$ cat src/rtl/spmsp_pkg.sv
// Register map, field positions, rate table and pin bundles of the serial port
package spmsp_pkg;

    localparam int unsigned ADDR_W = 2;
    localparam int unsigned DATA_W = 8;

    localparam logic [ADDR_W-1:0] OFF_DATA = 2'h0;
    localparam logic [ADDR_W-1:0] OFF_CTRL = 2'h1;
    localparam logic [ADDR_W-1:0] OFF_STAT = 2'h2;

    // Control register fields
    localparam int unsigned CB_IE = 7;
    localparam int unsigned CB_PE = 6;
    localparam int unsigned CB_DIV = 5;
    localparam int unsigned CB_MS = 4;
    localparam int unsigned CB_CLOCK_IDLE_LEVEL = 3;
    localparam int unsigned CB_CAPTURE_EDGE_SELECT = 2;
    localparam int unsigned CB_R1 = 1;
    localparam int unsigned CB_R0 = 0;
    localparam logic [DATA_W-1:0] PE_MS_MASK = 8'h50;

    // Status register fields
    localparam int unsigned SB_TDF = 7;
    localparam int unsigned SB_WRITE_COLLISION_FLAG = 6;
    localparam int unsigned SB_MF = 4;

    localparam logic [DATA_W-1:0] CTRL_RST = 8'h00;
    localparam logic [DATA_W-1:0] DATA_RST = 8'h00;
    localparam logic [3:0] PIN_IN_RST = 4'h1;

    // Sixteen clock edges per byte
    localparam logic [3:0] LAST_EDGE = 4'hF;

    // Divider: half period minus one, in cpu clocks
    localparam int unsigned HALF_W = 6;
    localparam logic [HALF_W-1:0] HALF_DIV4 = 6'h01;
    localparam logic [HALF_W-1:0] HALF_DIV8 = 6'h03;
    localparam logic [HALF_W-1:0] HALF_DIV16 = 6'h07;
    localparam logic [HALF_W-1:0] HALF_DIV32 = 6'h0F;
    localparam logic [HALF_W-1:0] HALF_DIV64 = 6'h1F;
    localparam logic [HALF_W-1:0] HALF_DIV128 = 6'h3F;
    localparam logic [2:0] RATE_DIV4 = 3'h4;
    localparam logic [2:0] RATE_DIV8 = 3'h0;
    localparam logic [2:0] RATE_DIV16 = 3'h1;
    localparam logic [2:0] RATE_DIV32 = 3'h6;
    localparam logic [2:0] RATE_DIV64 = 3'h2;
    localparam logic [2:0] RATE_DIV128 = 3'h3;

    typedef enum logic [0:0] {ST_IDLE = 1'h0, ST_SHIFT = 1'h1} spmsp_state_t;

    typedef struct packed {
        logic sck;
        logic mosi;
        logic miso;
        logic ss_n;
    } spmsp_pin_in_t;

    typedef struct packed {
        logic sck;
        logic sck_oe_n;
        logic mosi;
        logic mosi_oe_n;
        logic miso;
        logic miso_oe_n;
    } spmsp_pin_out_t;

    function automatic logic [HALF_W-1:0] spmsp_half_period(input logic [2:0] rate);
        logic [HALF_W-1:0] h;
        h = HALF_DIV4;
        case (rate)
            RATE_DIV4: h = HALF_DIV4;
            RATE_DIV8: h = HALF_DIV8;
            RATE_DIV16: h = HALF_DIV16;
            RATE_DIV32: h = HALF_DIV32;
            RATE_DIV64: h = HALF_DIV64;
            RATE_DIV128: h = HALF_DIV128;
            default: h = rate[1] ? HALF_DIV32 : HALF_DIV4;
        endcase
        return h;
    endfunction

endpackage

$ cat src/rtl/spmsp_clkdiv.sv
// Master serial clock divider: one tick per half period while running
module spmsp_clkdiv #(
    parameter int unsigned HALF_W = 6
) (
    input wire logic clk_i,
    input wire logic rst_n_i,
    input wire logic run_i,
    input wire logic [HALF_W-1:0] half_i,
    output logic tick_o
);
    logic [HALF_W-1:0] cnt;
    logic [HALF_W-1:0] next_cnt;

    assign tick_o = run_i & (cnt == half_i);
    assign next_cnt = (!run_i || tick_o) ? '0 : cnt + 1'h1;

    always_ff @(posedge clk_i or negedge rst_n_i) begin
        if (!rst_n_i) begin
            cnt <= '0;
        end else begin
            cnt <= next_cnt;
        end
    end

endmodule

$ cat src/rtl/spmsp_port.sv
// Byte-wide serial port, master or slave, with control, status and data registers
//
// Summary of operation
// - Unread slave bytes: buffer keeps first, no overrun.
// - Wait state: runs on, enabled events wake.
// - Halt state: port frozen, registers hold values.
// - Interrupt enable gates done and fault flags.
// - Port enable routes pins; reset, fault clear it.
// - Master bit drives clock, swaps data pins.
// - Polarity bit sets serial clock idle level.
// - Phase bit picks first or second capture edge.
// - Master clock divided by three rate bits.
// - Slave ignores rate bits, uses external clock.
// - Done flag: set at end, status-then-data clears.
// - Data writes ignored while done flag set.
// - Write during transfer: collision flag, write dropped.
// - Select low in master: fault flag, special clear.
// - Only data write starts a master transfer.
// - Last cycle copies received byte to read buffer.
// - Accepted data write loads shift register directly.
// - One request line, enable and cpu mask gate.
// - Eight bits, MSB first, full duplex.
// - Slave phase 0: select low freezes data.
// - Fault flag blocks setting enable and master bits.
module spmsp_port (
    input wire logic clk_i,
    input wire logic nrst_i,
    input wire logic [spmsp_pkg::ADDR_W-1:0] addr_i,
    input wire logic [spmsp_pkg::DATA_W-1:0] wdata_i,
    input wire logic wr_i,
    input wire logic rd_i,
    output logic [spmsp_pkg::DATA_W-1:0] rdata_o,
    input wire spmsp_pkg::spmsp_pin_in_t pin_i,
    output spmsp_pkg::spmsp_pin_out_t pin_o,
    input wire logic irq_mask_i,
    input wire logic wait_i,
    input wire logic halt_i,
    output logic irq_o,
    output logic wake_o
);
    import spmsp_pkg::*;

    function automatic logic hit(input logic [ADDR_W-1:0] a, input logic [ADDR_W-1:0] off);
        return a == off;
    endfunction

    // Reset release
    logic rst_meta;
    logic rst_n;

    always_ff @(posedge clk_i or negedge nrst_i) begin
        if (!nrst_i) begin
            rst_meta <= 1'h0;
            rst_n <= 1'h0;
        end else begin
            rst_meta <= 1'h1;
            rst_n <= rst_meta;
        end
    end

    // Pin synchronisers
    spmsp_pin_in_t pin_m;
    spmsp_pin_in_t pin_s;
    logic sck_d;

    always_ff @(posedge clk_i or negedge rst_n) begin
        if (!rst_n) begin
            pin_m <= PIN_IN_RST;
            pin_s <= PIN_IN_RST;
            sck_d <= 1'h0;
        end else begin
            pin_m <= pin_i;
            pin_s <= pin_m;
            sck_d <= pin_s.sck;
        end
    end

    // State
    logic [DATA_W-1:0] ctrl;
    logic [DATA_W-1:0] shreg;
    logic [DATA_W-1:0] rxbuf;
    logic [3:0] edge_cnt;
    logic out_bit;
    logic sck_int;
    logic m_edge;
    logic tdf;
    logic tdf_arm;
    logic write_collision_flag;
    logic write_collision_flag_arm;
    logic mf;
    logic mf_arm;
    spmsp_state_t state;
    spmsp_state_t next_state;

    // Halt freezes register, flag and shift updates; the divider count clears to zero
    wire live = ~halt_i;

    // Bus decode
    wire acc_data_rd = rd_i & live & hit(addr_i, OFF_DATA);
    wire acc_data_wr = wr_i & live & hit(addr_i, OFF_DATA);
    wire acc_data = acc_data_rd | acc_data_wr;
    wire acc_ctrl_wr = wr_i & live & hit(addr_i, OFF_CTRL);
    wire acc_stat = (rd_i | wr_i) & live & hit(addr_i, OFF_STAT);

    // Control fields
    wire ie = ctrl[CB_IE];
    wire pe = ctrl[CB_PE];
    wire clock_idle_level = ctrl[CB_CLOCK_IDLE_LEVEL];
    wire capture_edge_select = ctrl[CB_CAPTURE_EDGE_SELECT];
    wire [2:0] rate = {ctrl[CB_DIV], ctrl[CB_R1], ctrl[CB_R0]};

    // Mode
    wire master = pe & ctrl[CB_MS];
    wire slave_act = pe & ~ctrl[CB_MS] & ~pin_s.ss_n;
    wire fault = master & ~pin_s.ss_n & live;

    // Edge sources
    // Internal master edge lags the divider tick by one clock, in the same cycle as the pin change
    wire m_tick;
    wire s_edge = slave_act & (pin_s.sck ^ sck_d) & live;
    wire edge_ev = (m_edge & master & live) | s_edge;
    wire sample = edge_ev & (edge_cnt[0] == capture_edge_select);
    wire last = edge_ev & (edge_cnt == LAST_EDGE);
    wire din = master ? pin_s.miso : pin_s.mosi;
    wire [DATA_W-1:0] rx_word = sample ? {shreg[DATA_W-2:0], din} : shreg;

    spmsp_clkdiv #(
        .HALF_W(HALF_W)
    ) u_div (
        .clk_i(clk_i),
        .rst_n_i(rst_n),
        .run_i((state == ST_SHIFT) & master & live),
        .half_i(spmsp_half_period(rate)),
        .tick_o(m_tick)
    );

    // Transfer in progress, as seen by a data write
    wire busy = master ? (state == ST_SHIFT)
                       : (slave_act & (~capture_edge_select | (edge_cnt != 4'h0)));

    wire dr_ok = acc_data_wr & ~tdf & ~busy;
    wire write_collision_flag_set = acc_data_wr & ~tdf & busy;
    wire start = dr_ok & master & ~fault & (state == ST_IDLE);

    // Flag clear sequences
    wire tdf_clr = tdf_arm & acc_data;
    wire write_collision_flag_clr = write_collision_flag_arm & acc_data;
    wire mf_clr = mf_arm & acc_ctrl_wr;

    // Enable and master bits locked while the fault is pending
    wire mf_lock = mf & ~mf_arm;
    wire [DATA_W-1:0] lock_mask = mf_lock ? ~PE_MS_MASK : 8'hFF;
    wire [DATA_W-1:0] ctrl_wr_val = wdata_i & (lock_mask | ctrl);

    wire [DATA_W-1:0] next_ctrl = fault ? (ctrl & ~PE_MS_MASK)
                                : acc_ctrl_wr ? ctrl_wr_val : ctrl;

    wire next_tdf = last | (tdf & ~tdf_clr);
    wire next_write_collision_flag = write_collision_flag_set | (write_collision_flag & ~write_collision_flag_clr);
    wire next_mf = fault | (mf & ~mf_clr);

    // Status image, unused bits zero
    wire [DATA_W-1:0] stat_val = {tdf, write_collision_flag, 1'h0, mf, 4'h0};

    wire [DATA_W-1:0] rd_mux = hit(addr_i, OFF_DATA) ? rxbuf
                             : hit(addr_i, OFF_CTRL) ? ctrl
                             : hit(addr_i, OFF_STAT) ? stat_val
                             : 8'h00;

    always_comb begin
        next_state = ST_IDLE;
        case (state)
            ST_IDLE: begin
                next_state = start ? ST_SHIFT : ST_IDLE;
            end
            ST_SHIFT: begin
                if (!master || last || fault) begin
                    next_state = ST_IDLE;
                end else begin
                    next_state = ST_SHIFT;
                end
            end
            default: begin
                next_state = ST_IDLE;
            end
        endcase
    end

    // Registers and flags
    always_ff @(posedge clk_i or negedge rst_n) begin
        if (!rst_n) begin
            state <= ST_IDLE;
            m_edge <= 1'h0;
            ctrl <= CTRL_RST;
            tdf <= 1'h0;
            write_collision_flag <= 1'h0;
            mf <= 1'h0;
            tdf_arm <= 1'h0;
            write_collision_flag_arm <= 1'h0;
            mf_arm <= 1'h0;
        end else if (live) begin
            state <= next_state;
            m_edge <= m_tick;
            ctrl <= next_ctrl;
            tdf <= next_tdf;
            write_collision_flag <= next_write_collision_flag;
            mf <= next_mf;
            tdf_arm <= tdf & (tdf_arm | acc_stat) & ~acc_data;
            write_collision_flag_arm <= write_collision_flag & (write_collision_flag_arm | acc_stat) & ~acc_data;
            mf_arm <= mf & (mf_arm | acc_stat) & ~acc_ctrl_wr;
        end
    end

    // Edge counter, restarted per byte
    always_ff @(posedge clk_i or negedge rst_n) begin
        if (!rst_n) begin
            edge_cnt <= 4'h0;
        end else if (start || !pe || (!ctrl[CB_MS] && pin_s.ss_n)) begin
            edge_cnt <= 4'h0;
        end else if (edge_ev) begin
            edge_cnt <= edge_cnt + 4'h1;
        end
    end

    // Shift register, MSB first, loaded straight from the bus
    always_ff @(posedge clk_i or negedge rst_n) begin
        if (!rst_n) begin
            shreg <= DATA_RST;
            out_bit <= 1'h0;
        end else if (dr_ok) begin
            shreg <= wdata_i;
            out_bit <= wdata_i[DATA_W-1];
        end else if (sample) begin
            shreg <= rx_word;
        end else if (edge_ev) begin
            out_bit <= shreg[DATA_W-1];
        end
    end

    // Receive buffer keeps the first byte after a clear
    always_ff @(posedge clk_i or negedge rst_n) begin
        if (!rst_n) begin
            rxbuf <= DATA_RST;
        end else if (last && (!tdf || tdf_clr)) begin
            rxbuf <= rx_word;
        end
    end

    // Master serial clock phase
    always_ff @(posedge clk_i or negedge rst_n) begin
        if (!rst_n) begin
            sck_int <= 1'h0;
        end else if (state == ST_IDLE) begin
            sck_int <= 1'h0;
        end else if (m_tick) begin
            sck_int <= ~sck_int;
        end
    end

    // Read data, valid the cycle after the strobe
    always_ff @(posedge clk_i or negedge rst_n) begin
        if (!rst_n) begin
            rdata_o <= 8'h00;
        end else begin
            rdata_o <= rd_i ? rd_mux : 8'h00;
        end
    end

    // Pins; enables low while driving, all released when disabled
    assign pin_o.sck = clock_idle_level ^ sck_int;
    assign pin_o.sck_oe_n = ~master;
    assign pin_o.mosi = out_bit;
    assign pin_o.mosi_oe_n = ~master;
    assign pin_o.miso = out_bit;
    assign pin_o.miso_oe_n = ~slave_act;

    // Shared request line and wake-up
    assign irq_o = ie & (tdf | mf) & ~irq_mask_i;
    assign wake_o = wait_i & irq_o;

    // Checks

    property p_rx_read;
        @(posedge clk_i) disable iff (!rst_n)
        acc_data_rd |=> rdata_o == $past(rxbuf);
    endproperty
    a_rx_read: assert property (p_rx_read) else $error("data read missed buffer");

    property p_keep_first;
        @(posedge clk_i) disable iff (!rst_n)
        last && tdf && !tdf_clr |=> $stable(rxbuf);
    endproperty
    a_keep_first: assert property (p_keep_first) else $error("buffer overwritten");

    property p_halt_hold;
        @(posedge clk_i) disable iff (!rst_n)
        halt_i |=> $stable(ctrl) && $stable(tdf) && $stable(mf) && $stable(shreg);
    endproperty
    a_halt_hold: assert property (p_halt_hold) else $error("state moved in halt");

    property p_wake;
        @(posedge clk_i) disable iff (!rst_n)
        wait_i && ie && tdf && !irq_mask_i |-> wake_o;
    endproperty
    a_wake: assert property (p_wake) else $error("no wake from wait");

    property p_irq_on;
        @(posedge clk_i) disable iff (!rst_n)
        ie && (tdf || mf) && !irq_mask_i |-> irq_o;
    endproperty
    a_irq_on: assert property (p_irq_on) else $error("interrupt not raised");

    property p_irq_mask;
        @(posedge clk_i) disable iff (!rst_n)
        irq_mask_i || !ie |-> !irq_o;
    endproperty
    a_irq_mask: assert property (p_irq_mask) else $error("masked interrupt seen");

    property p_ignore_wr;
        @(posedge clk_i) disable iff (!rst_n)
        acc_data_wr && tdf && !edge_ev |=> $stable(shreg);
    endproperty
    a_ignore_wr: assert property (p_ignore_wr) else $error("write taken while done");

    property p_collide;
        @(posedge clk_i) disable iff (!rst_n)
        acc_data_wr && !tdf && busy |=> write_collision_flag && !$past(dr_ok);
    endproperty
    a_collide: assert property (p_collide) else $error("collision not flagged");

    property p_fault;
        @(posedge clk_i) disable iff (!rst_n)
        fault |=> mf && !ctrl[CB_PE] && !ctrl[CB_MS] && state == ST_IDLE;
    endproperty
    a_fault: assert property (p_fault) else $error("fault not handled");

    property p_start;
        @(posedge clk_i) disable iff (!rst_n)
        state == ST_IDLE ##1 state == ST_SHIFT |-> $past(acc_data_wr);
    endproperty
    a_start: assert property (p_start) else $error("transfer without write");

    property p_load;
        @(posedge clk_i) disable iff (!rst_n)
        dr_ok |=> shreg == $past(wdata_i);
    endproperty
    a_load: assert property (p_load) else $error("shift register not loaded");

    property p_sck_idle;
        @(posedge clk_i) disable iff (!rst_n)
        master && state == ST_IDLE |-> pin_o.sck == clock_idle_level && !pin_o.sck_oe_n;
    endproperty
    a_sck_idle: assert property (p_sck_idle) else $error("clock idle level wrong");

    property p_div4;
        @(posedge clk_i) disable iff (!rst_n)
        m_edge && rate == RATE_DIV4 && !last ##1 master && live [*2] |-> m_edge;
    endproperty
    a_div4: assert property (p_div4) else $error("divide by four wrong");

endmodule

$ cat config.mk
export PLATFORM = sky130hd
export DESIGN_NAME = spmsp_port
export DESIGN_NICKNAME = d
export VERILOG_FILES = /design/src/rtl/spmsp_pkg.sv /design/src/rtl/spmsp_clkdiv.sv /design/src/rtl/spmsp_port.sv
export SDC_FILE = /design/constraint.sdc
export NUM_CORES = 1
export LEC_CHECK = 0
export ABC_AREA = 0
export BUFFER_PORTS_ARGS = -buffer_cell sky130_fd_sc_hd__buf_2
export CORE_MARGIN = 5
export CORE_UTILIZATION = 55
export DETAILED_ROUTE_END_ITERATION = 7
export PLACE_DENSITY = 0.76
export SLEW_MARGIN = 20
export SYNTH_ARGS = -nofsm -noshare
export SYNTH_HDL_FRONTEND = slang
export SYNTH_SLANG_ARGS = --single-unit
export TNS_END_PERCENT = 100
$ cat constraint.sdc
create_clock -name clk_i -period 2.2 [get_ports clk_i]
set_input_delay 0.22 -clock clk_i [delete_from_list [all_inputs] [get_ports clk_i]]
set_output_delay 0.22 -clock clk_i [all_outputs]
set_load 0.01 [all_outputs]
After elaboration in Yosys (flattened, before gate mapping)
Cells that the tools add are included.
Word-level totals
  register bits after elaboration: 63
  bits of input ports: 21
  output and inout bits: 16
  word-level logic and storage cells: 167
Operators by class
  add/subtract/negate cells: 2
  equality and inequality tests: 12
  multiplexer cells: 25
  bitwise gates (word level): 77
  reductions and logical operators: 23
Operators by type and width (count)
  8-bit two-way mux: 7
  1-bit bitwise AND: 44
  6-bit one-hot mux with 6 select lines: 1
  7-bit two-way mux: 3
  1-bit NOT: 18
  4-bit two-way mux: 3
  1-bit OR: 11
  1-bit two-way mux: 9
  8-bit bitwise AND: 1
  8-bit OR: 1
  2-bit nonzero test: 4
  6-bit by 1-bit adder with 6-bit output (second input constant): 1
  3-bit by 2-bit equality test with 1-bit output (second input constant): 2
  3-bit equality test (second input constant): 2
  6-bit equality test: 1
  1-bit logical OR: 6
  6-bit two-way mux: 1
  1-bit logical NOT: 5
  4-bit by 1-bit adder with 4-bit output (second input constant): 1
  4-bit equality test (second input constant): 1
  2-bit by 1-bit != test with 1-bit output (second input constant): 2
  2-bit AND reduction: 2
  4-bit nonzero test: 1
  3-bit by 1-bit equality test with 1-bit output (second input constant): 1
  9 further kinds: 11

Logic depth before layout (Yosys ltp)
Gate-level depths: netlist of the first run.
  depth in word-level cells: 13
  gate-level depth with buffers: 9
  mapped depth without buffers: 7

By module
A second synthesis of the first run with hierarchy kept.
Second synthesis, totals
  cells, all modules: 289
  area, all modules: 3012.9 sq um
Modules (own cells, without submodules)
  spmsp_port: instances 1, cells each 256, area an instance 2651.3 sq um, seq. area each 1428.9 sq um
  spmsp_clkdiv: instances 1, cells each 33, area an instance 361.6 sq um, seq. area each 150.1 sq um

Worst setup path before layout of the first run
Ideal clock, no wire load.
  path type: flip-flop to flip-flop
  from: register ctrl[4]
  to: register shreg[0]
  setup time: 0.125 ns
  arrival time: 1.700 ns
  slack: 0.376 ns
  cell stages (with the launch flop): 8
  buffers on the path: 2
  cells stage by stage: dfrtp_1 > buf_6 > nor2_2 > a22oi_4 > nor3b_1 > buf_6 > mux2_4 > mux2_2
On the way
  word-level cells in the longest chain between the ends: 10
RTL lines
  from (decl): RTL line spmsp_port.sv:79  | logic [DATA_W-1:0] ctrl;
  from (signal assigned): RTL line spmsp_port.sv:204  | ctrl <= next_ctrl;
  1-bit NOT: RTL line spmsp_port.sv:114  | wire slave_act = pe & ~ctrl[CB_MS] & ~pin_s.ss_n;
  1-bit bitwise AND (2 in series): RTL line spmsp_port.sv:114
  1-bit bitwise AND (2 in series): RTL line spmsp_port.sv:120  | wire s_edge = slave_act & (pin_s.sck ^ sck_d) & live;
  1-bit OR: RTL line spmsp_port.sv:121  | wire edge_ev = (m_edge & master & live) | s_edge;
  1-bit bitwise AND: RTL line spmsp_port.sv:122  | wire sample = edge_ev & (edge_cnt[0] == capture_edge_select);
  8-bit two-way mux: RTL line spmsp_port.sv:125  | wire [DATA_W-1:0] rx_word = sample ? {shreg[DATA_W-2:0], din} : shreg;
  8-bit two-way mux: RTL line spmsp_port.sv:233  | end else if (sample) begin
  8-bit two-way mux: RTL line spmsp_port.sv:230  | end else if (dr_ok) begin
  to (signal assigned): RTL line spmsp_port.sv:231  | shreg <= wdata_i;
  to (signal assigned): RTL line spmsp_port.sv:234  | shreg <= rx_word;
  to (decl): RTL line spmsp_port.sv:80  | logic [DATA_W-1:0] shreg;
Several ways; a longest one is shown, not always the timed one. The select of a mux whose other input is x is not followed.
A chain may end at the register's enable or synchronous reset.

Final worst setup path of the first run
Ends and elaborated chain as after synthesis.

==> impl_metrics.yaml, run 1 <==
setup_path:
  cp_data_arrival_time_ns: 2.24
  critPathCaptureType: "register"
  required_ns: 2.42
  critPathKind: "reg -> reg"
  reg2reg_from: "ctrl[4]"
  rr_worst_depth: 6
  worstReg2RegEnd: "shreg[0]"
  crit_fanout: 11
  startpoint_type: "register"
  r2r_slack_ns: 0.18
cells_and_area:
  multi_input_area_sq_um: 1186
  nFillCells: 425
  antenna_cells: 0
  drive_above_1_share: 0.2468
  seq_area_sq_um: 1580
  area_delta_synth_final_pct: 16.12
  final_nets: 331
global_routing:
  grt_usage: 0.2021
  grt_remaining_overflow: 0
  grt_pass1_wl_microns: 10130
  grt_pass1_vias: 2121
  antenna_found_initial: 0
  grt_max_degree: 44
yosys:
  synthCells: 264
  synthTopCellsByCount: "dfrtp_1, nor2_1, a21oi_1"
  synth_nets: 288
  synthXorXnorAreaFrac: 0.03025
  synth_top_area_frac: 0.5272
  synth-seq-cells: 63
  syn_area_sq_um: 2895
  ys_types: 49
  synth_compound_gate_area_share: 0.1296
  postSynthAreaPerCell_sq_um: 10.97
  yosys.area_share.simple: 0.1439
  synth_top_flop_cell: "dfrtp_1"
  synth_edf_count: 0
  synth_top_family_by_area: "simple AND/OR/NAND/NOR gates"
  synthTopCellsByArea: "dfrtp_1, mux2i_1, a21oi_1, nor2_1, mux2_2"
  asyncSetResetFlopFracSynth: 1.000
  synthAdderAreaFrac: 0.01296
  synth_top_area_cell: "dfrtp_1"
  synth_most_common_cell: "dfrtp_1"
  ys_warn_count: 0
  synthMuxAreaShare: 0.09162
  yosysSeqAreaShare: 0.5454
timing:
  report.final.hold_viol_count: 0
  setup_tns_ns: 0
  period_needed_ns: 2.022
  max_freq_mhz: 494.6
  period_share: 0.9190
  rsz0062_at_grt: "false"
  drv_slew: 0
  tightest_slew_ns: 0.5965
  skew_ns: 0.007841
  relSlewSlack: 0.5997
  setup_viol: 0
  whs_ns: 0.1207
pwr:
  peakVddDrop_mv: 0.7485
  pwr-share-comb: 0.189
  power_switching_mw: 0.9177
  p_sw_frac: 0.2986
  p_seq_frac: 0.493
  clockPowerShare: 0.318
  cellInternalPower_mw: 2.156
  leakagePower_nw: 1.518
  power.density_nw_per_um2: 914.1
clocking:
  numCtsBuffers: 9
  clk_path_buf_depth: 2
  clk_latency_ns: 0.33
  postCtsSetupBuffers: 0
  cts_tree: "yes"
  path_clk_slew_ns: 0.07
  htreeDepth: 3
  clock-root-buffer: "clkbuf_8"
  post_cts_resized: 0
  postCtsHoldBufs: 5
  clock-sinks: 63
min_path:
  hp-start: "wdata_i[1]"
  hold_end: "ctrl[1]"
  min_path_cells: 3
  hp-class: "in -> reg"
route:
  wl_per_cell_microns: 15.85
  vias: 2094
  drt_wl_total_microns: 6056
  drtIter0Drc: 136
  drt-vias-per-instance: 5.482
  firstDrtPassIters: 5
  ant_nets: 0
  drc_errors: 0
run:
  max_cap_viol_count: 0
die:
  io_pins: 37
  start_util: 0.5669
  die_y_microns: 82.56
  die_width_microns: 82.56
  row_count: 26
  core_area_sq_um: 5107
  dieArea_sq_um: 6815
run_status:
  status: "finished, final reports clean"
placement:
  io_buffers: 36
  dp_hpwl_microns: 4309
  gp_congestion: 0.8339
[cell usage in the layout (no fill, tap or decap), types with 5 or more instances in the layout]
master,count
nand2_1,14
mux2i_1,16
nor2_1,26
a21oi_1,20
dlygate4sd3_1,5
clkbuf_8,10
nand3_1,8
mux2_2,8
o21ai_0,10
and2_1,5
a31oi_1,8
nor3_1,6
inv_1,8
buf_2,36
dfrtp_1,60
xnor2_1,6
buf_4,5
[registers in the layout, summed over array words and instances, names as in the netlist, 4 cells and up]
signal     count
u_div.cnt      6
pin_s          4
rxbuf          8
edge_cnt       4
pin_m          4
shreg          8
ctrl           8
rdata_o        8
[power groups by stage]
| stage | clock network (mW) | logic (mW) | registers, mW |
|---|---|---|---|
| floorplan | 0 | 0.481 | 1.46 |
| global placement | 0 | 0.555 | 1.52 |
| detailed placement | 0 | 0.570 | 1.53 |
| CTS | 0.986 | 0.586 | 1.51 |
| global route | 1.06 | 0.640 | 1.54 |
| finish | 0.978 | 0.581 | 1.51 |
[critical path, stage by stage (launching register included)]
cell     delay [ns]
dfrtp_1        0.52
nor2_2         0.22
a22oi_4        0.11
nor3b_1        0.26
buf_4          0.23
mux2_4         0.31
mux2_2         0.26
[worst max path at each step]
stage | depth (start not counted) | start | end
floorplan | 0 | rst_n | ctrl[0]
global placement | 6 | ctrl[4] | shreg[0]
detailed placement | 6 | ctrl[4] | shreg[0]
CTS | 6 | ctrl[4] | shreg[0]
global route | 6 | ctrl[4] | rxbuf[0]
finish | 6 | ctrl[4] | shreg[0]
[logic make-up (layout without fill, tap and decap cells)]
logic type                 after synthesis  in the layout
buffers and inverters                   23             71
xor gates and xnor gates                10             10
adders and majority gates                3              3
other                                    1              1
and+or+nand+nor                         82             82
DFF                                     63             63
muxes                                   25             25
AOI/OAI and AO/OA                       57             57
[per-stage QoR]
step | instance area (sq um) | power (mW) | setup slack, ns | instances | util
6_report | 3362 | 3.073 | 0.1781 | 382 | 0.6583
5_1_grt | 3362 | 3.236 | 0.08194 | 382 | 0.6583
4_1_cts | 3362 | 3.083 | 0.1935 | 382 | 0.6583
3_5_place_dp | 3122 | 2.102 | 0.2531 | 361 | 0.6112
3_3_place_gp | 3122 | 2.073 | 0.2900 | 361 | 0.6112
2_1_floorplan | 2895 | 1.938 | 0.3194 | 264 | -
[routing by layer]
layer	GRT usage	up-vias	routed length, microns
li1	-	1005	-
met1	0.2736	1011	2747
met2	0.3045	65	2845
met3	0.06725	13	373
met4	0.07026	0	90
met5	0	-	0
[cell type report]
type,count,area share
clock buffer,12,0.04317
sequential,63,0.4700
clock inverter,4,0.01340
timing repair buffer,47,0.08560
tap,70,0.02605
multi-input combinational,178,0.3528
inverter,8,0.008932
Note: power is estimated with default switching activity, not from simulation.
==> run 2, diff against run 1 <==
ABC_AREA = 1   (was 0)
CELL_PAD_IN_SITES_DETAIL_PLACEMENT = 1   (was not set)
CELL_PAD_IN_SITES_GLOBAL_PLACEMENT = 1   (was not set)
CORE_UTILIZATION = 43   (was 55)
PLACE_DENSITY = not set   (was 0.76)
PLACE_DENSITY_LB_ADDON = 0.1   (was not set)
==> run 2 against run 1 <==
Against the previous run:
- maximum frequency up 16%
- combinational power shrank 4.8%
- highest routed layer unchanged
- critical path depth up 4
- final cell count rose by 36%
- synthesized cell count is 40% higher
==> impl_metrics.yaml, run 2 <==
timing:
  relSlewSlack: 0.5708
  drv_slew: 0
  period_needed_ns: 1.744
  max_freq_mhz: 573.2
  setup_viol: 0
  period_share: 0.7929
  rsz0062_at_grt: "false"
  skew_ns: 0.01067
  tightest_slew_ns: 0.6439
  report.final.hold_viol_count: 0
  setup_tns_ns: 0
min_path:
  hp-class: "in -> reg"
  hp-start: "rd_i"
  min_path_cells: 3
  hold_end: "rdata_o[7]"
clocking:
  clk_latency_ns: 0.34
  numCtsBuffers: 9
  path_clk_slew_ns: 0.07
  cts_tree: "yes"
  postCtsSetupBuffers: 0
  htreeDepth: 3
  clk_path_buf_depth: 2
  clock-root-buffer: "clkbuf_8"
  post_cts_resized: 0
  clock-sinks: 63
  postCtsHoldBufs: 5
die:
  core_area_sq_um: 7137
  dieArea_sq_um: 9041
  die_y_microns: 95.09
  start_util: 0.4362
  row_count: 31
  io_pins: 37
  die_width_microns: 95.09
cells_and_area:
  final_cell_mix: "nand2_1, dfrtp_1, buf_2, inv_1, nand3_1"
  final_common_cell: "nand2_1"
  drive_above_1_share: 0.1995
  stdcell_area_sq_um: 3647
  final_nets: 440
  area_delta_synth_final_pct: 17.16
  stdcell_count: 520
  antenna_cells: 0
setup_path:
  startpoint_type: "register"
  reg2reg_from: "ctrl[6]"
  critPathKind: "reg -> reg"
  required_ns: 2.42
  crit_fanout: 19
  critPathCaptureType: "register"
  worstReg2RegEnd: "shreg[1]"
  rr_worst_depth: 10
  cp_data_arrival_time_ns: 1.97
  r2r_slack_ns: 0.46
pwr:
  peakVddDrop_mv: 0.3996
  power.density_nw_per_um2: 851.0
  leakagePower_nw: 1.850
route:
  vias: 2621
  routed-wl-met3_microns: 203
  drt_wl_total_microns: 8137
  dr_wl_met2_microns: 3919
  route.layer.met1.wl_microns: 3732
  drc_errors: 0
  firstDrtPassIters: 4
  top_layer_used: "met4"
  wl_per_cell_microns: 15.65
  drtIter0Drc: 109
  ant_nets: 0
  drt-vias-per-instance: 5.040
yosys:
  ys_types: 38
  synth_top_area_cell: "dfrtp_1"
  synthCells: 369
  synthTopCellsByArea: "dfrtp_1, nand2_1, nand3_1, inv_1, nand4_1"
  synth-seq-cells: 63
  synthTopCellsByCount: "nand2_1, dfrtp_1, inv_1"
  synth_most_common_cell: "nand2_1"
  synth_top_flop_cell: "dfrtp_1"
  ys_warn_count: 0
  syn_area_sq_um: 3113
  synth_top_area_frac: 0.4904
  postSynthAreaPerCell_sq_um: 8.436
  synth_nets: 393
  asyncSetResetFlopFracSynth: 1.000
  yosysSeqAreaShare: 0.5072
  synth_edf_count: 0
global_routing:
  grt_pass1_wl_microns: 13520
  grt_pass1_vias: 2783
  antenna_found_initial: 0
  grt_usage: 0.1967
  grt_remaining_overflow: 0
  grt_max_degree: 30
placement:
  gp_congestion: 0.7607
  dp_cells: 499
  dp_hpwl_microns: 6208
  placed_area_sq_um: 3374
  io_buffers: 36
run:
  max_cap_viol_count: 0
run_status:
  status: "finished, final reports clean"
run 2: cell types whose count changed after synthesis, sizes merged, moves of 7 or more:
cell   before  now
nand3       8   34
nand2      14  129
nand4       2   16
mux2i      16    0
a31oi       8    0
mux2        9    2
inv         8   35
run 2: layout make-up:
cell class / count / area, sq um
Fill cell: 899 / 3490
Clock buffer: 11 / 141.4
Clock inverter: 5 / 81.33
Multi-Input combinational cell: 258 / 1299
Tap cell: 99 / 123.9
Inverter: 36 / 138.9
Sequential cell: 63 / 1580
Timing Repair Buffer: 48 / 282.8
run 2: metrics by stage:
stage | util | hold WS [ns] | setup slack [ns] | power, mW
global placement | 0.4728 | 0.004943 | 0.4835 | 1.972
detailed placement | 0.4728 | 0.009667 | 0.4815 | 1.993
CTS | 0.5110 | 0.1303 | 0.4696 | 3.132
floorplan | - | -0.07559 | 0.3194 | 1.804
global route | 0.5110 | 0.1343 | 0.2745 | 3.279
finish | 0.5110 | 0.1417 | 0.4555 | 3.104
run 2: critical path: stages, from the launching register on:
cell     delay [ns]
dfrtp_1        0.46
nand2_1        0.12
nor2_2         0.19
nand3_1        0.12
nand2_2        0.08
buf_4          0.25
nand2_4        0.12
nand2_1        0.09
nand2_1        0.08
nand2_1        0.07
nand2_1        0.06
run 2: layer usage:
metal | GRT usage | vias up
li1 | - | 1279
met1 | 0.2551 | 1277
met2 | 0.3184 | 46
met3 | 0.03078 | 19
met4 | 0.09856 | 0
met5 | 0 | -
run 2: power breakdown:
group | leakage [nW] | total (mW) | switching [mW] | internal (mW)
Combinational | 0.936 | 0.553 | 0.350 | 0.203
Clock | 0.110 | 1.12 | 0.455 | 0.669
Sequential | 0.805 | 1.43 | 0.131 | 1.29
Total | 1.85 | 3.10 | 0.936 | 2.17
run 2: kinds of logic (layout without fill, tap and decap cells):
kind of cell | after synthesis | in the layout | share of synthesized area
AOI/OAI and AO/OA | 32 | 32 | 0.06472
xor gates and xnor gates | 7 | 7 | 0.01969
adders and majority gates | 3 | 3 | 0.01206
buffers and inverters | 48 | 100 | 0.07556
DFF | 63 | 63 | 0.5072
muxes | 2 | 2 | 0.007234
other | 1 | 1 | 0.001205
and+or+nand+nor | 213 | 213 | 0.3123
run 2: how the worst max path moves through the flow:
stage                        from  endpoint  slack (ns)
after floorplan             rst_n   ctrl[0]        0.32
after global placement    ctrl[6]  shreg[3]        0.48
after detailed placement  ctrl[6]  shreg[3]        0.48
after CTS                 ctrl[6]  shreg[1]        0.47
after global routing      ctrl[6]  shreg[1]        0.27
final                     ctrl[6]  shreg[1]        0.46
==> run 3, diff against run 2 <==
ABC_AREA = 0   (was 1)
CORE_UTILIZATION = 45   (was 43)
clock period = 1.8 ns   (was 2.2 ns; I/O delays follow)
==> run 3 against run 2 <==
Against the previous run:
- global-route usage is 1.5 points lower
- hold slack worse by 0.058 ns
- via count is 16% lower
- first-iteration DRC count is 28% higher
- clock-buffer cell count stayed put
- clock power is 51% higher
- power is 44% higher
- critical path depth is 5 lower
- sequential share of layout area is 0.14 points lower
- critical path type unchanged
- critical endpoint is now shreg[0]
==> impl_metrics.yaml, run 3 (synthesis results as in run 1) <==
run_status:
  status: "finished, final reports clean"
placement:
  gp_congestion: 0.7761
  dp_hpwl_microns: 4973
  placed_area_sq_um: 3233
  io_buffers: 36
global_routing:
  grt_remaining_overflow: 0
  grt_pass1_wl_microns: 11830
  antenna_found_initial: 0
  grt_pass1_vias: 2238
  grt_usage: 0.1814
  grt_max_degree: 62
timing:
  max_freq_mhz: 574.4
  report.final.hold_viol_count: 0
  whs_ns: 0.08340
  period_needed_ns: 1.741
  drv_slew: 0
  period_share: 0.9672
  skew_ns: 0.01058
  setup_viol: 0
  rsz0062_at_grt: "true"
route:
  ant_nets: 0
  firstDrtPassIters: 4
  vias: 2195
  drt-vias-per-instance: 5.406
  drc_errors: 0
  drtIter0Drc: 140
  wl_per_cell_microns: 17.51
  drt_wl_total_microns: 7109
setup_path:
  startpoint_type: "register"
  required_ns: 2.03
  crit_slowest_cell: "dfrtp_2"
  cp_data_arrival_time_ns: 1.97
  critPathCaptureType: "register"
  crit_fanout: 8
  critPathKind: "reg -> reg"
  rr_worst_depth: 5
  worstPathCellList: "nand2_1 > buf_4 > mux2_2 > mux2_4 > mux2_2"
  path_buf_inv: 1
  cpPeakStageDelay_ns: 0.46
  cp_top_family: "multiplexers"
  crit_top_cell: "mux2_2"
  cp.depth: 5
die:
  dieArea_sq_um: 8138
  die_width_microns: 90.21
  core_area_sq_um: 6314
  io_pins: 37
  start_util: 0.4586
  die_y_microns: 90.21
  row_count: 29
pwr:
  leakagePower_nw: 1.669
  power.density_nw_per_um2: 1224
  peakVddDrop_mv: 0.8099
cells_and_area:
  antenna_cells: 0
  area_delta_synth_final_pct: 26.58
  final_nets: 348
  final_common_cell: "dfrtp_1"
  stdcell_area_sq_um: 3665
  final_cell_mix: "dfrtp_1, buf_2, nor2_1, a21oi_1, buf_4"
  fin_util: 0.5805
  drive_above_1_share: 0.3252
min_path:
  min_path_cells: 2
  hp-class: "in -> reg"
clocking:
  path_clk_slew_ns: 0.07
  numCtsBuffers: 9
  clock-sinks: 63
  clk_latency_ns: 0.35
  htreeDepth: 3
  clk_path_buf_depth: 2
  clock-root-buffer: "clkbuf_8"
  cts_tree: "yes"
run:
  max_cap_viol_count: 0
run 3: cell count changes in the layout (fill, tap and decap cells not counted), sizes merged, moves of 7 or more:
cell and delta:
nand3 -26, mux2 +7, buf +16, a31oi +8, nand2 -115, mux2i +16
inv -27, nand4 -14
run 3: power breakdown:
| part | internal [mW] | leakage, nW | switching (mW) |
|---|---|---|---|
| registers | 1.63 | 0.801 | 0.207 |
| clock network | 1.14 | 0.136 | 0.559 |
| logic | 0.486 | 0.732 | 0.464 |
| total | 3.25 | 1.67 | 1.23 |
run 3: layer usage:
| layer | share of wire | track usage |
|---|---|---|
| met5 | 0 | 0 |
| met4 | 0.022 | 0.08065 |
| met3 | 0.034 | 0.03840 |
| met2 | 0.47 | 0.2695 |
| met1 | 0.47 | 0.2546 |
run 3: per-stage QoR:
step	setup TNS, ns	setup WS [ns]	power (mW)	instances
after floorplan	0	0.03030	2.371	264
after global placement	-0.1109	-0.02820	2.645	381
after detailed placement	-0.1207	-0.03561	2.679	381
after CTS	-0.009454	-0.006268	4.421	402
after global routing	-0.1222	-0.03604	4.710	406
final	0	0.05912	4.484	406
run 3: layout make-up:
class	instances	area [sq um]
Sequential cell	63	1583
Tap cell	77	96.34
Clock buffer	11	151.4
Inverter	8	30.03
Fill cell	702	2649
Clock inverter	5	127.6
Multi-Input combinational cell	178	1254
Timing Repair Buffer	64	422.9
run 3: repair_timing:
item / CTS / global route
endpoints found under the setup margin: 15 / 18
endpoints found under the hold margin: 6 / 0
pin swaps: 0 / 1
hold buffers: 5 / 0
setup buffers: 0 / 4
gates resized for setup: 3 / 11
run 3: worst paths after layout:
kind	startpoint	to	slack (ns)
worst max-delay path	ctrl[4]	shreg[0]	0.06
worst min-delay path	wdata_i[2]	ctrl[2]	0.08
worst max register to register	ctrl[4]	shreg[0]	0.06
worst min register to register	rst_n	shreg[2]	0.27
max in group asynchronous	rst_n	pin_m[0]	1.20
min in group asynchronous	nrst_i	rst_n	0.14
